$ cat config.mk
export PLATFORM = sky130hd
export DESIGN_NAME = rcv_validate
export DESIGN_NICKNAME = d
export VERILOG_FILES = /design/src/rcv_pkg.sv /design/src/rcv_validate.sv
export SDC_FILE = /design/constraint.sdc
export NUM_CORES = 1
export LEC_CHECK = 0
export ABC_AREA = 1
export ABC_CLOCK_PERIOD_IN_PS = 8300
export BUFFER_PORTS_ARGS = -buffer_cell sky130_fd_sc_hd__buf_2
export CAP_MARGIN = 20
export CORE_MARGIN = 3
export CORE_UTILIZATION = 30
export CTS_BUF_LIST = sky130_fd_sc_hd__clkbuf_2 sky130_fd_sc_hd__clkbuf_4 sky130_fd_sc_hd__clkbuf_8
export DETAILED_ROUTE_END_ITERATION = 7
export PLACE_DENSITY_LB_ADDON = 0.12
export SLEW_MARGIN = 0
export SYNTH_ARGS = -nofsm -noshare
export SYNTH_HDL_FRONTEND = slang
export SYNTH_SLANG_ARGS = --single-unit
$ cat constraint.sdc
create_clock -name mclk_in -period 8.3 [get_ports mclk_in]
set_clock_uncertainty 0.15 [all_clocks]
set_input_delay 0.415 -clock mclk_in [delete_from_list [all_inputs] [get_ports mclk_in]]
set_output_delay 0.415 -clock mclk_in [all_outputs]
set_load 0.03 [all_outputs]
$ cat src/rcv_pkg.sv
// Shared constants and carriers for the remote command validator.
// Assumes a parser in front that has already split commands into checks.
package rcv_pkg;

  // Register byte addresses
  localparam logic [7:0] ADDR_ERRQ    = 8'h00; // Read pops oldest error
  localparam logic [7:0] ADDR_ESR     = 8'h04;
  localparam logic [7:0] ADDR_ESE     = 8'h08;
  localparam logic [7:0] ADDR_COND_EN = 8'h0c;
  localparam logic [7:0] ADDR_CMD     = 8'h10; // Write-only pulses
  localparam logic [7:0] ADDR_MODE    = 8'h14;
  localparam logic [7:0] ADDR_STATUS  = 8'h18;
  localparam logic [7:0] ADDR_FAULT   = 8'h1c; // Read clears
  localparam logic [7:0] ADDR_RATED_I = 8'h20;
  localparam logic [7:0] ADDR_RATED_P = 8'h24;
  localparam logic [7:0] ADDR_ISET    = 8'h28;
  localparam logic [7:0] ADDR_PSET    = 8'h2c;

  // Field positions
  localparam int CMD_CLS_BIT      = 0;
  localparam int CMD_DEV_RST_BIT  = 1; // legacy_device_reset_cmd
  localparam int CMD_PROT_CLR_BIT = 2;
  localparam int MODE_SRC_OK_BIT  = 0;
  localparam int MODE_REMOTE_BIT  = 1;
  localparam int MODE_SHARE_BIT   = 2;
  localparam int MODE_CAL_BIT     = 3;
  localparam int MODE_TRIP_OFF_BIT = 4;
  localparam int ESR_EXEC_BIT     = 4;
  localparam int ESR_CMD_BIT      = 5;

  // Queue geometry
  localparam int ERRQ_DEPTH = 4;
  localparam int ERRQ_AW    = 2;

  // Reset values
  localparam logic [15:0] RATED_I_RST = 16'h0064; // Plain default
  localparam logic [15:0] RATED_P_RST = 16'h03e8; // Plain default
  localparam logic [4:0]  MODE_RST    = 5'h03;

  // Error codes, 16-bit two's complement
  localparam logic [15:0] ERR_NONE     = 16'h0000;
  localparam logic [15:0] ERR_GET      = 16'hff97; // -105
  localparam logic [15:0] ERR_SUFFIX   = 16'hff8e; // -114
  localparam logic [15:0] ERR_EXPONENT = 16'hff85; // -123
  localparam logic [15:0] ERR_STRING   = 16'hff69; // -151
  localparam logic [15:0] ERR_PARAM    = 16'hff24; // -220
  localparam logic [15:0] ERR_CONFLICT = 16'hff23; // -221
  localparam logic [15:0] ERR_RANGE    = 16'hff22; // -222
  localparam logic [15:0] ERR_OVERFLOW = 16'hfea2; // -350
  localparam logic [15:0] CMD_CLASS_LO = 16'hff39; // -199
  localparam logic [15:0] CMD_CLASS_HI = 16'hff9c; // -100
  localparam logic [15:0] EXE_CLASS_LO = 16'hfed5; // -299
  localparam logic [15:0] EXE_CLASS_HI = 16'hff38; // -200

  // Argument limits
  localparam logic [15:0] EXP_MAX_POS  = 16'h7d00; // 32000
  localparam logic [15:0] EXP_MAX_NEG  = 16'h8300; // -32000
  localparam logic [31:0] CHAN_MIN     = 32'h0000_0002;
  localparam logic [31:0] CHAN_MAX     = 32'h0000_0032; // 50
  localparam logic [31:0] SEQ_MAX      = 32'h0000_000a; // 10
  localparam logic [31:0] STEP_MAX     = 32'h0000_0063; // 99
  localparam logic [31:0] GPIB_MAX     = 32'h0000_001e; // 30
  localparam logic [31:0] COUNT_MAX    = 32'h0000_270f; // 9999
  localparam logic [31:0] ESE_MAX      = 32'h0000_00ff;
  localparam logic [31:0] COND_EN_MAX  = 32'h0000_ffff;
  localparam logic [31:0] ONE_MIN      = 32'h0000_0001;
  localparam logic [7:0]  CURR_PCT     = 8'h67; // 103
  localparam logic [7:0]  POWER_PCT    = 8'h65; // 101
  localparam logic [7:0]  PCT_FULL     = 8'h64; // 100

  typedef enum logic [3:0] {
    RCV_KIND_GET     = 4'h0,
    RCV_KIND_CHAN    = 4'h1,
    RCV_KIND_SEQ     = 4'h2,
    RCV_KIND_STEP    = 4'h3,
    RCV_KIND_GPIB    = 4'h4,
    RCV_KIND_COUNT   = 4'h5,
    RCV_KIND_CURR    = 4'h6,
    RCV_KIND_POWER   = 4'h7,
    RCV_KIND_BOOL    = 4'h8,
    RCV_KIND_ESE     = 4'h9,
    RCV_KIND_COND_EN = 4'ha,
    RCV_KIND_STRING  = 4'hb
  } rcv_kind_t;

  typedef struct packed {
    logic        valid;
    rcv_kind_t   kind;
    logic        legacy;   // Short-form legacy command
    logic        query;
    logic        str_bad;  // Bad string length or character
    logic        mid_msg;  // Trigger arrived inside a message
    logic [15:0] exponent; // Signed decimal exponent
    logic [31:0] value;
  } rcv_req_t;

  typedef struct packed {
    logic        done;
    logic        accept;
    logic        echo;     // Echo query header in reply
    logic [15:0] code;
  } rcv_res_t;

endpackage : rcv_pkg

$ cat src/rcv_validate.sv
// Parameter validation, error queue and event status for the remote port.
// Assumes one check request per cycle from a parser and a plain register port.
//
// Strobed register access and the placing of the registers were decided locally.
`timescale 1ns/10ps
module rcv_validate
  import rcv_pkg::*;
(
  // Clock, reset, enable
  input  wire logic        mclk_in,
  input  wire logic        reset_n_in,
  input  wire logic        ce_in,
  // Register port
  input  wire logic [7:0]  addr_in,
  input  wire logic [31:0] wdata_in,
  input  wire logic        wr_in,
  input  wire logic        rd_in,
  output logic      [31:0] rdata_out,
  // Check requests
  input  wire rcv_req_t    req_in,
  output rcv_res_t         result_out,
  // Live instrument events
  input  wire logic [15:0] cond_in,
  input  wire logic [7:0]  trip_in,
  input  wire logic [7:0]  fault_in,
  // Status and setpoints
  output logic             esb_out,
  output logic             cond_sum_out,
  output logic [31:0]      iset_out,
  output logic [31:0]      pset_out,
  output logic             out_on_out,
  output logic [7:0]       tripped_out
);

  typedef struct packed {
    logic [ERRQ_DEPTH-1:0][15:0] q;
    logic [ERRQ_AW-1:0]          rd_ptr;
    logic [ERRQ_AW-1:0]          wr_ptr;
    logic [ERRQ_AW:0]            cnt;
    logic [7:0]                  esr;
    logic [7:0]                  ese;
    logic [15:0]                 cond_en;
    logic [4:0]                  mode;
    logic [15:0]                 rated_i;
    logic [15:0]                 rated_p;
    logic [31:0]                 iset;
    logic [31:0]                 pset;
    logic                        out_on;
    logic [7:0]                  tripped;
    logic [7:0]                  faults;
    logic [31:0]                 rdata;
    rcv_res_t                    res;
    logic                        esb;
    logic                        cond_sum;
  } rcv_state_t;

  localparam logic [ERRQ_AW:0] ERRQ_FULL = (ERRQ_AW+1)'(ERRQ_DEPTH);

  rcv_state_t r;
  rcv_state_t next_r;

  // Signed window test on 16-bit codes
  function automatic logic in_class(input logic [15:0] c, input logic [15:0] lo, input logic [15:0] hi);
    in_class = ($signed(c) >= $signed(lo)) && ($signed(c) <= $signed(hi));
  endfunction : in_class

  function automatic logic in_range(input logic [31:0] v, input logic [31:0] lo, input logic [31:0] hi);
    in_range = (v >= lo) && (v <= hi);
  endfunction : in_range

  // Next-state logic for the whole block
  always_comb begin
    logic [15:0] code;
    logic        accept;
    logic        push;
    logic        mode_bad;
    logic [39:0] lhs;
    logic [39:0] rhs;
    logic        rd_hit;
    logic        wr_hit;
    code     = ERR_NONE;
    accept   = 1'b0;
    push     = 1'b0;
    mode_bad = 1'b0;
    lhs      = 40'h00_0000_0000;
    rhs      = 40'h00_0000_0000;
    rd_hit   = rd_in;
    wr_hit   = wr_in;
    next_r   = r;
    next_r.res.done = 1'b0;

    // Register reads; the data stand only in the following cycle
    next_r.rdata = 32'h0000_0000;
    if (rd_hit) begin
      case (addr_in)
        ADDR_ERRQ: begin
          if (r.cnt != '0) begin
            next_r.rdata  = {{16{r.q[r.rd_ptr][15]}}, r.q[r.rd_ptr]};
            next_r.rd_ptr = r.rd_ptr + ERRQ_AW'(1);
            next_r.cnt    = r.cnt - (ERRQ_AW+1)'(1);
          end else begin
            next_r.rdata = {16'h0000, ERR_NONE};
          end
        end
        ADDR_ESR:     next_r.rdata = {24'h00_0000, r.esr};
        ADDR_ESE:     next_r.rdata = {24'h00_0000, r.ese};
        ADDR_COND_EN: next_r.rdata = {16'h0000, r.cond_en};
        ADDR_MODE:    next_r.rdata = {27'h000_0000, r.mode};
        ADDR_STATUS:  next_r.rdata = {20'h0_0000, r.tripped, r.out_on, r.cnt};
        ADDR_FAULT: begin
          next_r.rdata  = {24'h00_0000, r.faults};
          next_r.faults = 8'h00;
        end
        ADDR_RATED_I: next_r.rdata = {16'h0000, r.rated_i};
        ADDR_RATED_P: next_r.rdata = {16'h0000, r.rated_p};
        ADDR_ISET:    next_r.rdata = r.iset;
        ADDR_PSET:    next_r.rdata = r.pset;
        default:      next_r.rdata = 32'h0000_0000;
      endcase
    end

    // Register writes and command pulses
    if (wr_hit) begin
      case (addr_in)
        ADDR_ESE:     next_r.ese     = wdata_in[7:0];
        ADDR_COND_EN: next_r.cond_en = wdata_in[15:0];
        ADDR_MODE:    next_r.mode    = wdata_in[4:0];
        ADDR_RATED_I: next_r.rated_i = wdata_in[15:0];
        ADDR_RATED_P: next_r.rated_p = wdata_in[15:0];
        ADDR_CMD: begin
          if (wdata_in[CMD_CLS_BIT]) begin
            next_r.cnt    = '0;
            next_r.rd_ptr = '0;
            next_r.wr_ptr = '0;
            next_r.esr    = 8'h00;
          end
          // Device reset restores setpoints but never the fault bits
          if (wdata_in[CMD_DEV_RST_BIT]) begin
            next_r.iset   = 32'h0000_0000;
            next_r.pset   = 32'h0000_0000;
            next_r.out_on = 1'b0;
          end
          // Protection clear only releases trips
          if (wdata_in[CMD_PROT_CLR_BIT]) begin
            next_r.tripped = 8'h00;
          end
        end
        default: ;
      endcase
    end

    // Incoming events win over any clear in the same cycle
    next_r.faults  = next_r.faults | fault_in;
    next_r.tripped = next_r.tripped | trip_in;
    if ((trip_in != 8'h00) && r.mode[MODE_TRIP_OFF_BIT]) begin
      next_r.out_on = 1'b0;
    end

    // Argument validation, first failing check decides the code
    mode_bad = !r.mode[MODE_SRC_OK_BIT] || !r.mode[MODE_REMOTE_BIT] ||
               r.mode[MODE_SHARE_BIT] || r.mode[MODE_CAL_BIT];
    if (req_in.valid) begin
      accept = 1'b1;
      if (req_in.kind == RCV_KIND_GET) begin
        if (req_in.mid_msg) begin
          code = ERR_GET;
        end
      end else if ($signed(req_in.exponent) > $signed(EXP_MAX_POS) ||
                   $signed(req_in.exponent) < $signed(EXP_MAX_NEG)) begin
        code = ERR_EXPONENT;
      end else if (req_in.str_bad) begin
        code = ERR_STRING;
      end else if (req_in.legacy && !req_in.query && mode_bad) begin
        code = ERR_CONFLICT;
      end else begin
        case (req_in.kind)
          RCV_KIND_CHAN:    if (!in_range(req_in.value, CHAN_MIN, CHAN_MAX)) code = ERR_SUFFIX;
          RCV_KIND_SEQ:     if (!in_range(req_in.value, ONE_MIN, SEQ_MAX)) code = ERR_SUFFIX;
          RCV_KIND_STEP:    if (!in_range(req_in.value, ONE_MIN, STEP_MAX)) code = ERR_SUFFIX;
          RCV_KIND_GPIB:    if (!in_range(req_in.value, ONE_MIN, GPIB_MAX)) code = ERR_RANGE;
          RCV_KIND_COUNT:   if (!in_range(req_in.value, ONE_MIN, COUNT_MAX)) code = ERR_RANGE;
          RCV_KIND_ESE:     if (req_in.value > ESE_MAX) code = ERR_RANGE;
          RCV_KIND_COND_EN: if (req_in.value > COND_EN_MAX) code = ERR_RANGE;
          RCV_KIND_BOOL:    if (req_in.value > ONE_MIN) code = ERR_PARAM;
          RCV_KIND_CURR: begin
            lhs = req_in.value * PCT_FULL;
            rhs = {24'h00_0000, r.rated_i} * CURR_PCT;
            if (lhs > rhs) code = ERR_RANGE;
          end
          RCV_KIND_POWER: begin
            lhs = req_in.value * PCT_FULL;
            rhs = {24'h00_0000, r.rated_p} * POWER_PCT;
            if (lhs > rhs) code = ERR_RANGE;
          end
          default: ;
        endcase
      end
      accept = (code == ERR_NONE);
      push   = !accept;
    end

    // Accepted values take effect
    if (accept && !req_in.query) begin
      case (req_in.kind)
        RCV_KIND_CURR:    next_r.iset    = req_in.value;
        RCV_KIND_POWER:   next_r.pset    = req_in.value;
        RCV_KIND_BOOL:    next_r.out_on  = req_in.value[0];
        RCV_KIND_ESE:     next_r.ese     = req_in.value[7:0];
        RCV_KIND_COND_EN: next_r.cond_en = req_in.value[15:0];
        default: ;
      endcase
    end

    // Queue push after any pop or clear, so a fresh error survives
    if (push) begin
      if (next_r.cnt == ERRQ_FULL) begin
        next_r.q[next_r.wr_ptr - ERRQ_AW'(1)] = ERR_OVERFLOW;
      end else begin
        next_r.q[next_r.wr_ptr] = code;
        next_r.wr_ptr = next_r.wr_ptr + ERRQ_AW'(1);
        next_r.cnt    = next_r.cnt + (ERRQ_AW+1)'(1);
      end
      if (in_class(code, CMD_CLASS_LO, CMD_CLASS_HI)) next_r.esr[ESR_CMD_BIT] = 1'b1;
      if (in_class(code, EXE_CLASS_LO, EXE_CLASS_HI)) next_r.esr[ESR_EXEC_BIT] = 1'b1;
    end

    next_r.res.done   = req_in.valid;
    next_r.res.accept = accept;
    next_r.res.echo   = req_in.valid && req_in.legacy && req_in.query;
    next_r.res.code   = code;

    // Summaries lag the masks by one cycle to keep outputs registered
    next_r.esb      = |(r.esr & r.ese);
    next_r.cond_sum = |(cond_in & r.cond_en);
  end

  // One register for all state, frozen while the enable is low
  always_ff @(posedge mclk_in or negedge reset_n_in) begin
    if (!reset_n_in) begin
      r         <= '0;
      r.mode    <= MODE_RST;
      r.rated_i <= RATED_I_RST;
      r.rated_p <= RATED_P_RST;
    end else if (ce_in) begin
      r <= next_r;
    end
  end

  assign rdata_out    = r.rdata;
  assign result_out   = r.res;
  assign esb_out      = r.esb;
  assign cond_sum_out = r.cond_sum;
  assign iset_out     = r.iset;
  assign pset_out     = r.pset;
  assign out_on_out   = r.out_on;
  assign tripped_out  = r.tripped;

  logic plain_req;
  assign plain_req = ce_in && req_in.valid && !req_in.str_bad && !req_in.legacy &&
                     $signed(req_in.exponent) <= $signed(EXP_MAX_POS) &&
                     $signed(req_in.exponent) >= $signed(EXP_MAX_NEG);
endmodule : rcv_validate

==> impl_metrics.toml, run 1 <==
[run_status]
outcome = "finished clean"

[timing]
rsz0062_at_grt = "false"
fin_crit_sh = 0.9236
slew_violations = 0
tns_ns = 0
worst_pin_slew_ns = 1.134
min_period_ns = 7.666
relSlewSlack = 0.2383
hold_viol = 0
clock.fmax_mhz = 130.4
finalSetupViolCount = 0

[synthesis]
synth-edff-count = 0
synth_top_area_cell = "dfrtp_1"
synth_xor_area_frac = 0.02003
synthMuxAreaShare = 0
syn_avg_cell_area_um2 = 6.753
syn_area_um2 = 27540
yosys-top-cells-count = "1355 x nand2_1, 648 x inv_1, 324 x ha_1"
synthArstFlopShare = 1.000
ys_types = 52
ys.warnings.count = 0
ys_seq_area_frac = 0.2376
synth-compound-area-share = 0.1204
synth_area_leaders = "dfrtp_1 23%, nand2_1 18%, ha_1 15%"
yosysMostFrequentCell = "nand2_1"
ys.flop_type = "dfrtp_1"
synth_top_family_by_area = "simple AND/OR/NAND/NOR gates"
synth_simple_gate_area_frac = 0.2712
synthAdderAreaFrac = 0.2053
postSynthCellCount = 4079
synth.net_count = 4617
yosysTopAreaCellShare = 0.2271
ys_ff_latch = 261

[finish]
utilization = 0.3388
num-nets-final = 4733
layoutNonFillerInstCount = 5415
fill_cells = 10006
syn_to_final_growth_pct = 11.39
register_area_um2 = 6545
multi_input_area_um2 = 17030
design_area_um2 = 30680
drive_gt1_frac = 0.1006

[routing]
drt_iter0_markers = 1950
vias_per_cell = 4.838
wire_per_inst_um = 19.46
ant_nets = 0
wl_mm = 105.4
vias = 26198
drc = 0
first_pass_iters = 5

[worst_setup_path]
critPathLaunchType = "register"
cp_max_fo = 17
crit_path_end_kind = "register"
worst-path-buf-inv = 5
crit_family = "simple AND/OR/NAND/NOR gates"
critPathKind = "reg -> reg"
worstPathRequired_ns = 8.66
crit_arrival_ns = 8.02
crit_path_max_incr_delay_ns = 0.60
cp_slowest_cell = "dfstp_2"

[grt]
grt_max_degree = 103
grt.total_usage = 0.2165
antenna_found_initial = 9
grt_pass1_vias = 24625
overflow = 0
grt_first_pass_wirelength_mm = 157.7

[clock_tree]
h-tree-depth = 2
clk_root_buffer_cell = "clkbuf_8"
clk_latency_ns = 0.67
cts_buffer_depth = 3
cts_tree = "built"
path_clk_slew_ns = 0.06
numCtsBuffers = 54
post_cts_buffers = 0
cts_sinks = 261

[floorplan]
rows = 110
die-area_um2 = 95480
start_util = 0.3041
coreArea_um2 = 90560
io_pins = 260
die_h_um = 309.0
die_x_um = 309.0

[place]
place.gp.congestion = 0.8691
place_inst = 5279
portBuffers = 243
dpl_cell_area_um2 = 29100
place_hpwl_mm = 81.25

[flow_run]
drv_cap = 0

[power]
pwr_density_cell_nw_per_um2 = 190.2
p_leak_nw = 17.11
vdd_ir_drop_max_uv = 136.1

[worst_hold_path]
worstHoldPathType = "in -> reg"
state kept, by name, summed over array words and instances (netlist names):
register and cells:
iset_out 32, esb_out 1, rdata_out 32, tripped_out 8, out_on_out 1, pset_out 32
r 142, cond_sum_out 1, result_out 12
final cells by class:
cell class	instances	area share
Multi-Input combinational cell	2888	0.5550
Clock inverter	7	0.002406
Inverter	669	0.08201
Tap cell	1176	0.04796
Sequential cell	261	0.2133
Timing Repair Buffer	321	0.06313
Clock buffer	90	0.03589
Antenna cell	3	0.0002447
final timing paths:
path                                       startpoint                    endpoint  slack [ns]  depth (start not counted)
setup / recovery                   r[152]$_DFFE_PN1P_          r[214]$_DFFE_PN0P_        0.63                         37
hold / removal                            wdata_in[3]          r[153]$_DFFE_PN0P_        0.03                          3
setup reg to reg                   r[152]$_DFFE_PN1P_          r[214]$_DFFE_PN0P_        0.63                         37
hold reg to reg            result_out[17]$_DFFE_PN0P_  result_out[17]$_DFFE_PN0P_        0.33                          2
max in group asynchronous                  reset_n_in   result_out[0]$_DFFE_PN0P_        6.35                          3
min in group asynchronous                  reset_n_in    rdata_out[7]$_DFFE_PN0P_        0.27                          2
per-stage QoR:
stage | hold slack [ns] | setup slack [ns] | power [mW]
6_report | 0.02645 | 0.6338 | 5.835
5_1_grt | 0.03116 | 0.04276 | 6.326
4_1_cts | 0.004411 | 0.1428 | 5.897
3_5_place_dp | 0.3146 | 0.1892 | 4.328
3_3_place_gp | 0.3078 | 0.2783 | 4.319
2_1_floorplan | -0.03059 | 1.717 | 3.544
report_power, final:
part           switching (mW)  internal (mW)  total, mW
Sequential              0.226           1.48       1.71
Clock                   0.658          0.862       1.52
Combinational            1.77          0.834       2.61
Total                    2.66           3.18       5.83
tightest hold or removal path, stage by stage:
cell and delay, ns:
buf_2 0.07, inv_1 0.12, o21ai_0 0.18
layout by cell type, fill, tap and decap left out, types with 12 or more instances in the layout:
| cell | n |
|---|---|
| nor2_1 | 232 |
| nor3_1 | 20 |
| nand2_1 | 1355 |
| clkbuf_4 | 23 |
| ha_1 | 324 |
| inv_1 | 648 |
| xnor2_1 | 17 |
| nand4_1 | 124 |
| o22ai_1 | 39 |
| inv_2 | 12 |
| buf_4 | 43 |
| a221oi_1 | 42 |
| clkbuf_8 | 68 |
| buf_2 | 240 |
| xor2_1 | 46 |
| fa_1 | 80 |
| dfrtp_1 | 250 |
| a22o_1 | 12 |
| o21ai_0 | 305 |
| dlygate4sd3_1 | 33 |
| a21oi_1 | 110 |
| nand3_1 | 83 |
kinds of logic (layout without fill, tap and decap cells):
kind of cell / after synthesis / in the layout
AOI/OAI and AO/OA: 574 / 574
buffers and inverters: 930 / 1087
xor gates and xnor gates: 63 / 63
and+or+nand+nor: 1847 / 1847
adders and majority gates: 404 / 404
other: 0 / 3
DFF: 261 / 261
layer usage:
metal,track usage,wire length [um]
met5,0,13
met4,0.04421,2083
met3,0.03430,6324
met2,0.3445,46550
met1,0.3100,50420
repair_timing:
| item | in CTS | in global routing |
|---|---|---|
| hold endpoints to repair | 130 | 0 |
| endpoints found under the setup margin | 0 | 160 |
| gates resized for setup | 0 | 6 |
| hold buffers | 33 | 0 |
(Power assumes the default switching activity.)
==> inputs of run 2 (changes only) <==
--- a/config.mk
+++ b/config.mk
@@ -9,7 +9,7 @@
 export ABC_CLOCK_PERIOD_IN_PS = 8300
 export BUFFER_PORTS_ARGS = -buffer_cell sky130_fd_sc_hd__buf_2
 export CAP_MARGIN = 20
-export CORE_MARGIN = 3
+export CORE_MARGIN = 4
 export CORE_UTILIZATION = 30
 export CTS_BUF_LIST = sky130_fd_sc_hd__clkbuf_2 sky130_fd_sc_hd__clkbuf_4 sky130_fd_sc_hd__clkbuf_8
 export DETAILED_ROUTE_END_ITERATION = 7
==> impl_metrics.toml, run 2 (synthesis gave the netlist of run 1 again) <==
[worst_hold_path]
hold-path-endpoint = "r[141]$_DFFE_PN1P_"
worstHoldPathType = "in -> reg"
whs_path_depth = 3
hp-start = "wdata_in[7]"

[power]
power_frac_comb = 0.452
p_leak_nw = 17.03
p_total_mw = 5.771
p_seq_frac = 0.294
p_sw_mw = 2.642
vdd_ir_drop_max_uv = 122.8
p_sw_frac = 0.4578
pwr-share-clk = 0.254
p_int_mw = 3.129
pwr_density_cell_nw_per_um2 = 188.9

[grt]
overflow = 0
grt_max_degree = 110
grt_first_pass_wirelength_mm = 159.5
grt_pass1_vias = 24713
antenna_found_initial = 14
grt.total_usage = 0.2129

[worst_setup_path]
cp_max_fo = 89
timing.rr.start = "r[152]$_DFFE_PN1P_"
crit_arrival_ns = 8.12
cp_slowest_cell = "dfstp_2"
regToRegSetupSlack_ns = 0.59
crit_path_end_kind = "register"
r2r_cells = 38
cp_common_cell = "nand2_1"
critPathLaunchType = "register"
critPathKind = "reg -> reg"
worstPathRequired_ns = 8.70
r2r_end = "pset_out[26]$_DFFE_PN0P_"
crit_path_max_incr_delay_ns = 0.60

[floorplan]
die-area_um2 = 96720
start_util = 0.3041
die_x_um = 311.0
rows = 110
coreArea_um2 = 90560
die_h_um = 311.0
io_pins = 260

[timing]
tns_ns = 0
rsz0062_at_grt = "false"
worst_pin_slew_ns = 1.113
hold_viol = 0
slew_violations = 0
relSlewSlack = 0.2558
min_period_ns = 7.715
finalSetupViolCount = 0
clock.fmax_mhz = 129.6
fin_crit_sh = 0.9295

[clock_tree]
numCtsBuffers = 51
h-tree-depth = 2
cts_buffer_depth = 3
cts_sinks = 261
cts_tree = "built"
clk_latency_ns = 0.68
clk_root_buffer_cell = "clkbuf_8"
path_clk_slew_ns = 0.07

[routing]
drt_iter0_markers = 1822
vias_per_cell = 4.791
ant_nets = 0
first_pass_iters = 5
wl_mm = 105.3
drc = 0
wire_per_inst_um = 19.51
vias = 25867

[place]
portBuffers = 243
place.gp.congestion = 0.8475
place_hpwl_mm = 80.54
dpl_cell_area_um2 = 29060

[finish]
regMostFlops = "r"
syn_to_final_growth_pct = 10.92
design_area_um2 = 30550
final_cell_mix = "1355 x nand2_1, 646 x inv_1, 324 x ha_1, 304 x o21ai_0, 250 x dfrtp_1"
num-nets-final = 4718
drive_gt1_frac = 0.09884
utilization = 0.3374
final_common_cell = "nand2_1"
largest_reg_flops = 142

[run_status]
outcome = "finished clean"

[flow_run]
drv_cap = 0
run 2: changes by cell type in the layout (fill, tap and decap cells not counted), sizes merged:
cell,change
bufinv,-1
buf,-4
diode,+1
inv,-1
clkinvlp,+1
clkinv,-2
clkbuf,-3
dlygate4sd3,-7
run 2: power by group through the flow:
stage               Combinational, mW  Sequential (mW)  Clock [mW]
CTS                              2.63             1.69        1.52
finish                           2.61             1.70        1.47
global route                     2.99             1.72        1.57
global placement                 2.60             1.71           0
floorplan                        1.91             1.64           0
detailed placement               2.61             1.71           0
run 2: layout make-up:
type / instances / area (um^2)
repair buffers: 309 / 1862
clock inverters: 4 / 37.54
fillers: 9953 / 60010
well taps: 1176 / 1471
diodes: 4 / 10.01
flip-flops and latches: 261 / 6545
clock buffers: 88 / 1080
inverters: 669 / 2524
multi-input cells: 2888 / 17020
run 2: what timing repair did:
action / in CTS / in global routing
hold buffers: 26 / 0
endpoints found under the setup margin: 0 / 159
endpoints found under the hold margin: 121 / 0
resized for setup: 0 / 8
setup buffers: 0 / 3
run 2: worst max path at each step:
| stage | from | slack [ns] | cells after the start | to |
|---|---|---|---|---|
| after floorplan | r[151]$_DFFE_PN0P_ | 1.72 | 40 | iset_out[29]$_DFFE_PN0P_ |
| after global placement | r[152]$_DFFE_PN1P_ | 0.07 | 37 | r[232]$_DFFE_PN0P_ |
| after detailed placement | r[152]$_DFFE_PN1P_ | 0.03 | 37 | r[261]$_DFFE_PN0P_ |
| after CTS | r[152]$_DFFE_PN1P_ | 0.04 | 37 | r[232]$_DFFE_PN0P_ |
| after global routing | r[135]$_DFFE_PN0P_ | 0.04 | 36 | r[189]$_DFFE_PN0P_ |
| final | r[152]$_DFFE_PN1P_ | 0.59 | 38 | pset_out[26]$_DFFE_PN0P_ |
run 2: critical path: cells and delay by family (launching register included):
kind,cells,cell delay [ns]
AND/OR/NAND/NOR,20,2.58
adder cells (fa/ha/maj),6,2.31
AO/OA/AOI/OAI,6,1.25
flip-flops,1,0.60
buffers and inverters,5,0.48
XOR/XNOR,1,0.15
run 2: per-stage QoR:
step | hold WS, ns | instances | setup slack [ns]
after global routing | 0.00001404 | 5397 | 0.03849
after detailed placement | 0.3122 | 5272 | 0.03087
after CTS | 0.0002892 | 5390 | 0.04127
after global placement | 0.3112 | 5272 | 0.06648
final | 0.02948 | 5399 | 0.5855
after floorplan | -0.03059 | 4079 | 1.717
run 2: metal layers:
layer | up-vias | share of wire | global-route usage | wire [um]
li1 | 13079 | - | - | -
met1 | 12033 | 0.47 | 0.3000 | 49530
met2 | 654 | 0.45 | 0.3439 | 47420
met3 | 99 | 0.059 | 0.03536 | 6252
met4 | 2 | 0.020 | 0.04379 | 2101
met5 | - | 0.00012 | 0 | 13
